### config.mk
export PLATFORM = sky130hd
export DESIGN_NAME = scpm_top
export DESIGN_NICKNAME = d
export VERILOG_FILES = /design/src/pkg/scpm_pkg.sv /design/src/logic/scpm_top.sv
export SDC_FILE = /design/constraint.sdc
export NUM_CORES = 1
export LEC_CHECK = 0
export BUFFER_PORTS_ARGS = -buffer_cell sky130_fd_sc_hd__buf_2
export CELL_PAD_IN_SITES_DETAIL_PLACEMENT = 1
export CELL_PAD_IN_SITES_GLOBAL_PLACEMENT = 2
export CORE_ASPECT_RATIO = 0.9
export CORE_MARGIN = 10
export CORE_UTILIZATION = 23
export CTS_CLUSTER_DIAMETER = 200
export DETAILED_ROUTE_END_ITERATION = 6
export GPL_ROUTABILITY_DRIVEN = 0
export GPL_TIMING_DRIVEN = 0
export PLACE_DENSITY = 0.71
export SETUP_SLACK_MARGIN = 0.05
export SKIP_CTS_REPAIR_TIMING = 1
export SYNTH_ARGS = -nofsm -noshare
export SYNTH_HDL_FRONTEND = slang
export SYNTH_SLANG_ARGS = --single-unit
### constraint.sdc
create_clock -name REF_CLK -period 3.36 [get_ports REF_CLK]
set_input_delay 0.336 -clock REF_CLK [delete_from_list [all_inputs] [get_ports REF_CLK]]
set_output_delay 0.336 -clock REF_CLK [all_outputs]
set_load 0.01 [all_outputs]
### src/pkg/scpm_pkg.sv
`default_nettype none
package scpm_pkg;

   // ==========================================================================
   // Register map (byte addresses)
   // ==========================================================================
   localparam logic [7:0] SYS_CLK_CTRL_OFF = 8'h00;
   localparam logic [7:0] PLL_CTRL_OFF     = 8'h04;
   localparam logic [7:0] OSC_CTRL_OFF     = 8'h08;
   localparam logic [7:0] STATUS_OFF       = 8'h0c;

   // ==========================================================================
   // Field positions
   // ==========================================================================
   localparam int SEL_LSB     = 5;
   localparam int HS_SRC_BIT  = 3;
   localparam int LS_SRC_BIT  = 2;
   localparam int HS_IDLE_BIT = 1;
   localparam int LS_IDLE_BIT = 0;
   localparam int PLL_EN_BIT  = 0;
   localparam int PLL_OS_LSB  = 2;
   localparam int HXT_EN_BIT  = 0;
   localparam int HS_RC_OSC_EN_BIT = 1;
   localparam int LXT_EN_BIT  = 2;
   localparam int WDT_EN_BIT  = 3;

   // ==========================================================================
   // Reset values and constants
   // ==========================================================================
   localparam logic [7:0] SYS_CLK_CTRL_RST = 8'h40;
   localparam logic [7:0] PLL_CTRL_RST     = 8'h00;
   localparam logic [7:0] OSC_CTRL_RST     = 8'h02;
   localparam logic [2:0] SEL_SUB          = 3'h7;
   localparam logic [1:0] RESP_OKAY        = 2'h0;
   localparam logic [1:0] RESP_SLVERR      = 2'h2;

   typedef enum {MODE_NORMAL, MODE_SLOW, MODE_SLEEP, MODE_IDLE_LS,
                 MODE_IDLE_BOTH, MODE_IDLE_HS} scpm_mode_t;

   // Clock gate enables handed to the clock tree
   typedef struct packed {
      logic cpu;
      logic hs_osc;
      logic ls_osc;
      logic sub_periph;
      logic wdt;
      logic pll;
      logic usb_active;
   } scpm_gates_t;

endpackage

`default_nettype wire

### src/logic/scpm_top.sv
// Functional notes
// - Select field codes 0-6 high speed, 7 sub clock
// - High speed divided by 1 to 64
// - High speed from crystal, RC or PLL
// - Sub clock from low crystal or RC
// - Slow mode keeps hs oscillator per enable
// - Halt, both idle clear: sleep
// - Watchdog clock follows watchdog enable when halted
// - Halt, ls idle only: keep low oscillator
// - Halt, both idle set: keep both
// - Slow mode PLL clock follows PLL enable
// - USB inactive in low-speed idle or sleep
// - PLL provides 6, 12 or 16 MHz
// - Run modes keep CPU and sub clock
// - Halt, hs idle only: keep hs oscillator
// - Select field bits 7-5, reset code 010
// - Source select bits: 0 RC, 1 crystal
// - Idle enables at bits 1 and 0
`timescale 1ns/10ps
`default_nettype none

module scpm_top
(
   input  wire logic                REF_CLK,
   input  wire logic                RST_N,
   input  wire logic                HXT_CLK,
   input  wire logic                HS_RC_OSC_CLK,
   input  wire logic                PLL_CLK,
   input  wire logic                LXT_CLK,
   input  wire logic                LS_RC_OSC_CLK,
   input  wire logic                HALT,
   input  wire logic                WAKE,
   output logic                     SYS_CLK_EN,
   output scpm_pkg::scpm_gates_t    GATES,
   output logic [2:0]               PLL_FREQ_SEL,
   output logic [2:0]               MODE,
   input  wire logic [7:0]          S_AXI_AWADDR,
   input  wire logic                S_AXI_AWVALID,
   output logic                     S_AXI_AWREADY,
   input  wire logic [31:0]         S_AXI_WDATA,
   input  wire logic [3:0]          S_AXI_WSTRB,
   input  wire logic                S_AXI_WVALID,
   output logic                     S_AXI_WREADY,
   output logic [1:0]               S_AXI_BRESP,
   output logic                     S_AXI_BVALID,
   input  wire logic                S_AXI_BREADY,
   input  wire logic [7:0]          S_AXI_ARADDR,
   input  wire logic                S_AXI_ARVALID,
   output logic                     S_AXI_ARREADY,
   output logic [31:0]              S_AXI_RDATA,
   output logic [1:0]               S_AXI_RRESP,
   output logic                     S_AXI_RVALID,
   input  wire logic                S_AXI_RREADY
);

   logic [7:0]           sys_clk_ctrl_reg_ff;
   logic [7:0]           pll_ctrl_reg_ff;
   logic [7:0]           osc_ctrl_ff;
   logic                 aw_got_ff;
   logic                 w_got_ff;
   logic [7:0]           awaddr_ff;
   logic [31:0]          wdata_ff;
   logic                 wstrb0_ff;
   scpm_pkg::scpm_mode_t mode_ff;
   scpm_pkg::scpm_mode_t nxt_mode;
   logic [5:0]           div_cnt_ff;
   logic [2:0]           act_sel_ff;
   logic [1:0]           hs_src_ff;
   logic                 ls_src_ff;
   logic                 hs_tick;
   logic                 ls_tick;
   logic                 sys_tick;
   logic                 halted;

   wire logic [2:0] sys_clk_select  = sys_clk_ctrl_reg_ff[scpm_pkg::SEL_LSB +: 3];
   wire logic       hs_source_select = sys_clk_ctrl_reg_ff[scpm_pkg::HS_SRC_BIT];
   wire logic       ls_source_select = sys_clk_ctrl_reg_ff[scpm_pkg::LS_SRC_BIT];
   wire logic       hs_idle_enable   = sys_clk_ctrl_reg_ff[scpm_pkg::HS_IDLE_BIT];
   wire logic       ls_idle_enable   = sys_clk_ctrl_reg_ff[scpm_pkg::LS_IDLE_BIT];
   wire logic       pll_enable       = pll_ctrl_reg_ff[scpm_pkg::PLL_EN_BIT];
   wire logic       wdt_enable       = osc_ctrl_ff[scpm_pkg::WDT_EN_BIT];
   wire logic       wr_fire          = aw_got_ff && w_got_ff && !S_AXI_BVALID;

   // Merge stored write data into a register byte
   function automatic logic [7:0] merge(input logic [7:0] old, input logic [7:0] nw,
                                        input logic [7:0] mask, input logic en);
      merge = en ? ((old & ~mask) | (nw & mask)) : old;
   endfunction

   // Mode code for software readback and the MODE port
   function automatic logic [2:0] mode_code(input scpm_pkg::scpm_mode_t m);
      unique case (m)
         scpm_pkg::MODE_NORMAL:    mode_code = 3'h0;
         scpm_pkg::MODE_SLOW:      mode_code = 3'h1;
         scpm_pkg::MODE_SLEEP:     mode_code = 3'h2;
         scpm_pkg::MODE_IDLE_LS:   mode_code = 3'h3;
         scpm_pkg::MODE_IDLE_BOTH: mode_code = 3'h4;
         scpm_pkg::MODE_IDLE_HS:   mode_code = 3'h5;
      endcase
   endfunction

   // ==========================================================================
   // AXI4-Lite write channel
   // ==========================================================================
   always_ff @(posedge REF_CLK or negedge RST_N)
   begin
      if (!RST_N)
      begin
         aw_got_ff <= 1'b0;
         w_got_ff  <= 1'b0;
         awaddr_ff <= 8'h00;
         wdata_ff  <= 32'h0000_0000;
         wstrb0_ff <= 1'b0;
      end
      else if (wr_fire)
      begin
         aw_got_ff <= 1'b0;
         w_got_ff  <= 1'b0;
      end
      else
      begin
         if (S_AXI_AWVALID && S_AXI_AWREADY)
         begin
            aw_got_ff <= 1'b1;
            awaddr_ff <= S_AXI_AWADDR;
         end
         if (S_AXI_WVALID && S_AXI_WREADY)
         begin
            w_got_ff  <= 1'b1;
            wdata_ff  <= S_AXI_WDATA;
            wstrb0_ff <= S_AXI_WSTRB[0];
         end
      end
   end

   assign S_AXI_AWREADY = !aw_got_ff && !S_AXI_BVALID;
   assign S_AXI_WREADY  = !w_got_ff && !S_AXI_BVALID;

   // Write response, held until accepted
   always_ff @(posedge REF_CLK or negedge RST_N)
   begin
      if (!RST_N)
      begin
         S_AXI_BVALID <= 1'b0;
         S_AXI_BRESP  <= scpm_pkg::RESP_OKAY;
      end
      else if (wr_fire)
      begin
         S_AXI_BVALID <= 1'b1;
         S_AXI_BRESP  <= (awaddr_ff == scpm_pkg::SYS_CLK_CTRL_OFF ||
                          awaddr_ff == scpm_pkg::PLL_CTRL_OFF ||
                          awaddr_ff == scpm_pkg::OSC_CTRL_OFF ||
                          awaddr_ff == scpm_pkg::STATUS_OFF) ?
                         scpm_pkg::RESP_OKAY : scpm_pkg::RESP_SLVERR;
      end
      else if (S_AXI_BREADY)
      begin
         S_AXI_BVALID <= 1'b0;
      end
   end

   // Register storage; bit 4 of the clock control reads as zero
   always_ff @(posedge REF_CLK or negedge RST_N)
   begin
      if (!RST_N)
      begin
         sys_clk_ctrl_reg_ff <= scpm_pkg::SYS_CLK_CTRL_RST;
         pll_ctrl_reg_ff     <= scpm_pkg::PLL_CTRL_RST;
         osc_ctrl_ff         <= scpm_pkg::OSC_CTRL_RST;
      end
      else if (wr_fire)
      begin
         sys_clk_ctrl_reg_ff <= merge(sys_clk_ctrl_reg_ff, wdata_ff[7:0], 8'hef,
                                      wstrb0_ff && awaddr_ff == scpm_pkg::SYS_CLK_CTRL_OFF);
         pll_ctrl_reg_ff     <= merge(pll_ctrl_reg_ff, wdata_ff[7:0], 8'h1d,
                                      wstrb0_ff && awaddr_ff == scpm_pkg::PLL_CTRL_OFF);
         osc_ctrl_ff         <= merge(osc_ctrl_ff, wdata_ff[7:0], 8'h0f,
                                      wstrb0_ff && awaddr_ff == scpm_pkg::OSC_CTRL_OFF);
      end
   end

   // ==========================================================================
   // AXI4-Lite read channel
   // ==========================================================================
   assign S_AXI_ARREADY = !S_AXI_RVALID;

   always_ff @(posedge REF_CLK or negedge RST_N)
   begin
      if (!RST_N)
      begin
         S_AXI_RVALID <= 1'b0;
         S_AXI_RDATA  <= 32'h0000_0000;
         S_AXI_RRESP  <= scpm_pkg::RESP_OKAY;
      end
      else if (S_AXI_ARVALID && S_AXI_ARREADY)
      begin
         S_AXI_RVALID <= 1'b1;
         S_AXI_RRESP  <= scpm_pkg::RESP_OKAY;
         unique case (S_AXI_ARADDR)
            scpm_pkg::SYS_CLK_CTRL_OFF: S_AXI_RDATA <= {24'h0, sys_clk_ctrl_reg_ff};
            scpm_pkg::PLL_CTRL_OFF:     S_AXI_RDATA <= {24'h0, pll_ctrl_reg_ff};
            scpm_pkg::OSC_CTRL_OFF:     S_AXI_RDATA <= {24'h0, osc_ctrl_ff};
            scpm_pkg::STATUS_OFF:       S_AXI_RDATA <= {24'h0, act_sel_ff, 2'h0, mode_code(mode_ff)};
            default:
            begin
               S_AXI_RDATA <= 32'h0000_0000;
               S_AXI_RRESP <= scpm_pkg::RESP_SLVERR;
            end
         endcase
      end
      else if (S_AXI_RREADY)
      begin
         S_AXI_RVALID <= 1'b0;
      end
   end

   // ==========================================================================
   // Operating mode
   // ==========================================================================
   // Halt decodes the idle enables as they stand on that edge
   always_comb
   begin
      nxt_mode = mode_ff;
      if (halted)
      begin
         if (WAKE)
            nxt_mode = (act_sel_ff == scpm_pkg::SEL_SUB) ? scpm_pkg::MODE_SLOW
                                                         : scpm_pkg::MODE_NORMAL;
      end
      else if (HALT)
      begin
         unique case ({hs_idle_enable, ls_idle_enable})
            2'b00: nxt_mode = scpm_pkg::MODE_SLEEP;
            2'b01: nxt_mode = scpm_pkg::MODE_IDLE_LS;
            2'b11: nxt_mode = scpm_pkg::MODE_IDLE_BOTH;
            2'b10: nxt_mode = scpm_pkg::MODE_IDLE_HS;
         endcase
      end
      else
      begin
         nxt_mode = (act_sel_ff == scpm_pkg::SEL_SUB) ? scpm_pkg::MODE_SLOW
                                                      : scpm_pkg::MODE_NORMAL;
      end
   end

   always_ff @(posedge REF_CLK or negedge RST_N)
   begin
      if (!RST_N)
         mode_ff <= scpm_pkg::MODE_NORMAL;
      else
         mode_ff <= nxt_mode;
   end

   assign halted = mode_ff != scpm_pkg::MODE_NORMAL && mode_ff != scpm_pkg::MODE_SLOW;

   // ==========================================================================
   // Source selection and divider
   // ==========================================================================
   // Source clocks arrive as synchronous enable levels; 2'd2 marks the PLL path
   always_comb
   begin
      unique case (hs_src_ff)
         2'd0:    hs_tick = HS_RC_OSC_CLK;
         2'd1:    hs_tick = HXT_CLK;
         default: hs_tick = PLL_CLK;
      endcase
      ls_tick = ls_src_ff ? LXT_CLK : LS_RC_OSC_CLK;
   end

   // Load only at the wrap point on a quiet cycle: a new source tick cannot land next to an old pulse
   always_ff @(posedge REF_CLK or negedge RST_N)
   begin
      if (!RST_N)
      begin
         act_sel_ff <= scpm_pkg::SYS_CLK_CTRL_RST[scpm_pkg::SEL_LSB +: 3];
         hs_src_ff  <= 2'd0;
         ls_src_ff  <= 1'b0;
      end
      else if (div_cnt_ff == 6'h00 && !sys_tick && !SYS_CLK_EN)
      begin
         act_sel_ff <= sys_clk_select;
         hs_src_ff  <= pll_enable ? 2'd2 : {1'b0, hs_source_select};
         ls_src_ff  <= ls_source_select;
      end
   end

   // Counts hs ticks; wraps at 2^code - 1
   always_ff @(posedge REF_CLK or negedge RST_N)
   begin
      if (!RST_N)
         div_cnt_ff <= 6'h00;
      else if (act_sel_ff != scpm_pkg::SEL_SUB && hs_tick)
         div_cnt_ff <= (div_cnt_ff == 6'((7'h01 << act_sel_ff) - 7'h01)) ? 6'h00
                                                                        : div_cnt_ff + 6'h01;
   end

   assign sys_tick = (act_sel_ff == scpm_pkg::SEL_SUB) ? ls_tick
                   : (hs_tick && div_cnt_ff == 6'h00);

   // ==========================================================================
   // Clock gates
   // ==========================================================================
   always_ff @(posedge REF_CLK or negedge RST_N)
   begin
      if (!RST_N)
      begin
         SYS_CLK_EN   <= 1'b0;
         GATES        <= '0;
         PLL_FREQ_SEL <= 3'h0;
         MODE         <= 3'h0;
      end
      else
      begin
         SYS_CLK_EN   <= sys_tick && !halted;
         PLL_FREQ_SEL <= pll_ctrl_reg_ff[scpm_pkg::PLL_OS_LSB +: 3];
         MODE         <= mode_code(mode_ff);
         GATES.cpu    <= !halted;
         GATES.hs_osc <= (mode_ff == scpm_pkg::MODE_NORMAL) ||
                         (mode_ff == scpm_pkg::MODE_SLOW &&
                          (hs_source_select ? osc_ctrl_ff[scpm_pkg::HXT_EN_BIT]
                                            : osc_ctrl_ff[scpm_pkg::HS_RC_OSC_EN_BIT])) ||
                         mode_ff == scpm_pkg::MODE_IDLE_BOTH ||
                         mode_ff == scpm_pkg::MODE_IDLE_HS;
         GATES.ls_osc <= !halted || mode_ff == scpm_pkg::MODE_IDLE_LS ||
                         mode_ff == scpm_pkg::MODE_IDLE_BOTH || wdt_enable;
         GATES.sub_periph <= mode_ff != scpm_pkg::MODE_SLEEP;
         GATES.wdt    <= !halted || wdt_enable;
         GATES.pll    <= (mode_ff == scpm_pkg::MODE_SLOW) ? pll_enable
                       : (mode_ff == scpm_pkg::MODE_NORMAL ||
                          mode_ff == scpm_pkg::MODE_IDLE_BOTH) ? pll_enable : 1'b0;
         GATES.usb_active <= mode_ff != scpm_pkg::MODE_SLEEP &&
                             mode_ff != scpm_pkg::MODE_IDLE_LS;
      end
   end

endmodule

`default_nettype wire

==> results.toml <==
[status]
outcome = "finished, final reports clean"

[logic_synthesis]
yosysUniqueCellTypes = 48
ys.flop_type = "dfrtp_1"
ys_seq_area_frac = 0.5263
async_reset_ff_frac = 1.000
avgSynthCellArea_sq_um = 11.68
ys_warn_count = 0
synth_mux_area_frac = 0.1341
syn_area_sq_um = 3573
synth_compound_area_frac = 0.08543
netlist_top_cells_area = "dfrtp_1, mux2_2, buf_4"
synth_xor_area_frac = 0.007353
synth-adder-area-share = 0.04132
synth_top_family_by_area = "multiplexers"
synth-simple-area-share = 0.1278
ys_ff_latch = 75
synth.largest_area_cell = "dfrtp_1"
synth_edf_count = 0
syn_inst = 306
synth_top_area_frac = 0.5042

[placement]
dp_hpwl_mm = 7.418
portBuffers = 65
placed_cells_incl_taps = 599

[cts]
cts_sinks = 75
insertion_delay_ns = 0.33
ctsRootBufferMaster = "clkbuf_16"
clkSlewWorstSetupHoldPaths_ns = 0.06
clk_path_buf_depth = 2
cts_buffers = 9
h-tree-depth = 3
cts_tree = "done"

[power_and_ir_drop]
power.share.sequential = 0.453
p_sw_frac = 0.3030
ir_worst_vdd_uv = 323.6
p_per_area_nw_per_um2 = 648.3
p_int_mw = 2.073
p_clk_frac = 0.318
switching_power_mw = 0.9010
combPwrFrac = 0.229
p_leak_nw = 2.178
p_total_mw = 2.974

[global_route]
antenna_found_initial = 3
grt_max_degree = 60
grt_pass1_vias = 2824
grt.overflow.total = 0
grt_pass1_wl_mm = 15.15
grtUsageTotal = 0.09217

[critical_path]
crit_arrival_ns = 2.98
end_kind = "flip-flop"
cp_slowest_stage_delay_ns = 0.52
crit_buf_inv = 1
worstReg2RegEnd = "div_cnt_ff[0]$_DFFE_PN0P_"
slowest_stage = "or4_1"
worstPathCellList = "buf_2, or3_1, ha_1, nor3b_1, or4_1, a221oi_2, nand2b_1, o21ai_0"
crit_fanout = 10
worstPathRequired_ns = 3.57
crit_path_end = "div_cnt_ff[0]$_DFFE_PN0P_"
crit_type = "flip-flop to flip-flop"
reg2reg_slack_ns = 0.59
critPathLaunch = "act_sel_ff[1]$_DFFE_PN1P_"
worstReg2RegStart = "act_sel_ff[1]$_DFFE_PN1P_"
startpoint_type = "flip-flop"
cp_num_cells = 8
r2r_cells = 8
critical_path.top_delay_family = "simple AND/OR/NAND/NOR gates"

[sta]
slew_violations = 0
hold_slack_ns = 0.1782
fin_skew_ns = 0.006522
fin_setup_tns_ns = 0
relSlewSlack = 0.4929
setup_viol = 0
clock.fmax_mhz = 361.6
rsz0062_at_grt = "no"
finalHoldViolations = 0
tightest_slew_ns = 0.7587
timing.final.crit_period_ns = 2.766
fin_crit_sh = 0.8232

[drt]
drtIter0Drc = 94
routed_wl_mm = 9.282
num_vias = 2560
via_per_inst = 4.136
drc = 0
drt_pre_antenna_iters = 4
avgRoutedWirePerCell_um = 15.00
ant_nets = 0

[layout]
final_nets = 486
drive_gt1_frac = 0.3841
final_core_util = 0.2991
syn_to_final_growth_pct = 28.36
stdcell_count = 619

[floorplanning]
die-area_sq_um = 20930
rows = 43
fp.dieH_um = 138.3
io_pins = 121
dieWidth_um = 151.4
start_util = 0.2330
core_sq_um = 15330

[min_path]
hp-class = "input pin to flip-flop"

[run]
maxCapViolCount = 0
## cell type report
class	count	area, sq um
timing repair buffer	67	365.4
sequential	75	1881
tap	202	252.7
fill	1756	10750
buffer	34	229.0
clock buffer	9	225.2
inverter	12	45.04
antenna	3	7.507
multi-input combinational	210	1513
clock inverter	7	68.82
## flip-flops by register name, summed over array words and instances (netlist names), 2 cells and up
signal and cells:
act_sel_ff 3, mode_ff 3, S_AXI_RDATA 8, MODE 3
PLL_FREQ_SEL 3, awaddr_ff 8, sys_clk_ctrl_reg_ff 7, wdata_ff 8
pll_ctrl_reg_ff 4, GATES 7, hs_src_ff 2, osc_ctrl_ff 4
div_cnt_ff 6
## worst register-to-register path, cell delays in order (launching register included)
cell	delay, ns
dfstp_2	0.37
buf_2	0.18
or3_1	0.38
ha_1	0.25
nor3b_1	0.16
or4_1	0.52
a221oi_2	0.47
nand2b_1	0.22
o21ai_0	0.09
## power groups by stage
stage               clock, mW  combinational, mW  sequential (mW)
floorplan                   0              0.444             1.33
global placement            0              0.664             1.35
detailed placement          0              0.698             1.37
CTS                     0.982              0.702             1.35
global route             1.02              0.771             1.40
finish                  0.944              0.682             1.35
## cells in the mapped netlist, types with 3 or more instances
library cell / count
dfrtp_1: 72
mux2_2: 35
buf_4: 26
nand2_1: 20
o21ai_0: 16
nor2_1: 13
inv_1: 12
ha_1: 11
a21oi_1: 8
nand2b_1: 6
and3_1: 5
clkbuf_1: 5
nor2b_1: 5
o31ai_1: 5
and2_1: 4
mux2i_1: 4
nand3_1: 4
nand3b_1: 4
a22oi_1: 3
buf_2: 3
dfstp_2: 3
nor3_1: 3
nor3_2: 3
## placed cells by master (no fill, tap or decap), drive strengths merged, types with 3 or more instances in the layout
| cell type | n |
|---|---|
| and2 | 4 |
| o21ai | 16 |
| inv | 12 |
| nor2b | 5 |
| nand3 | 5 |
| nand2 | 20 |
| conb | 26 |
| and3 | 5 |
| nor3 | 6 |
| dfstp | 3 |
| a21oi | 8 |
| ha | 11 |
| nor2 | 13 |
| nand2b | 6 |
| diode | 3 |
| mux2i | 4 |
| mux2 | 35 |
| o31ai | 5 |
| a22oi | 3 |
| nand3b | 4 |
| dfrtp | 72 |
| buf | 95 |
| clkbuf | 14 |
| clkinv | 4 |
## how the worst min path moves through the flow
stage,slack [ns],cells after the start,endpoint,start
3_5_place_dp,0.23,1,GATES[2]$_DFF_PN0_,RST_N
6_report,0.18,2,S_AXI_BVALID$_DFFE_PN0P_,S_AXI_BREADY
5_1_grt,0.17,2,S_AXI_RVALID$_DFFE_PN0P_,S_AXI_RREADY
3_3_place_gp,0.38,0,PLL_FREQ_SEL[0]$_DFF_PN0_,pll_ctrl_reg_ff[2]$_DFFE_PN0P_
4_1_cts,-0.13,1,GATES[2]$_DFF_PN0_,RST_N
2_1_floorplan,0.04,0,GATES[0]$_DFF_PN0_,RST_N
## layer usage
metal	track usage	up-vias	share of wire
li1	-	1237	-
met1	0.1074	1250	0.44
met2	0.1442	62	0.47
met3	0.04600	11	0.086
met4	0.02886	0	0.011
met5	0	-	0
## metrics by stage
stage	setup slack [ns]	cell area (sq um)
4_1_cts	0.5487	4569
2_1_floorplan	0.8358	3667
6_report	0.5941	4587
3_3_place_gp	0.5999	4245
3_5_place_dp	0.5679	4275
5_1_grt	0.3733	4579
## kinds of logic (layout without fill, tap and decap cells)
group | after synthesis | count (layout)
simple gates | 81 | 81
flops | 75 | 75
compound gates | 47 | 47
buf+inv | 46 | 129
mux | 41 | 41
fa+ha+maj | 12 | 12
xor+xnor | 3 | 3
other cells | 1 | 29
Power figures use the tool's default switching activity.
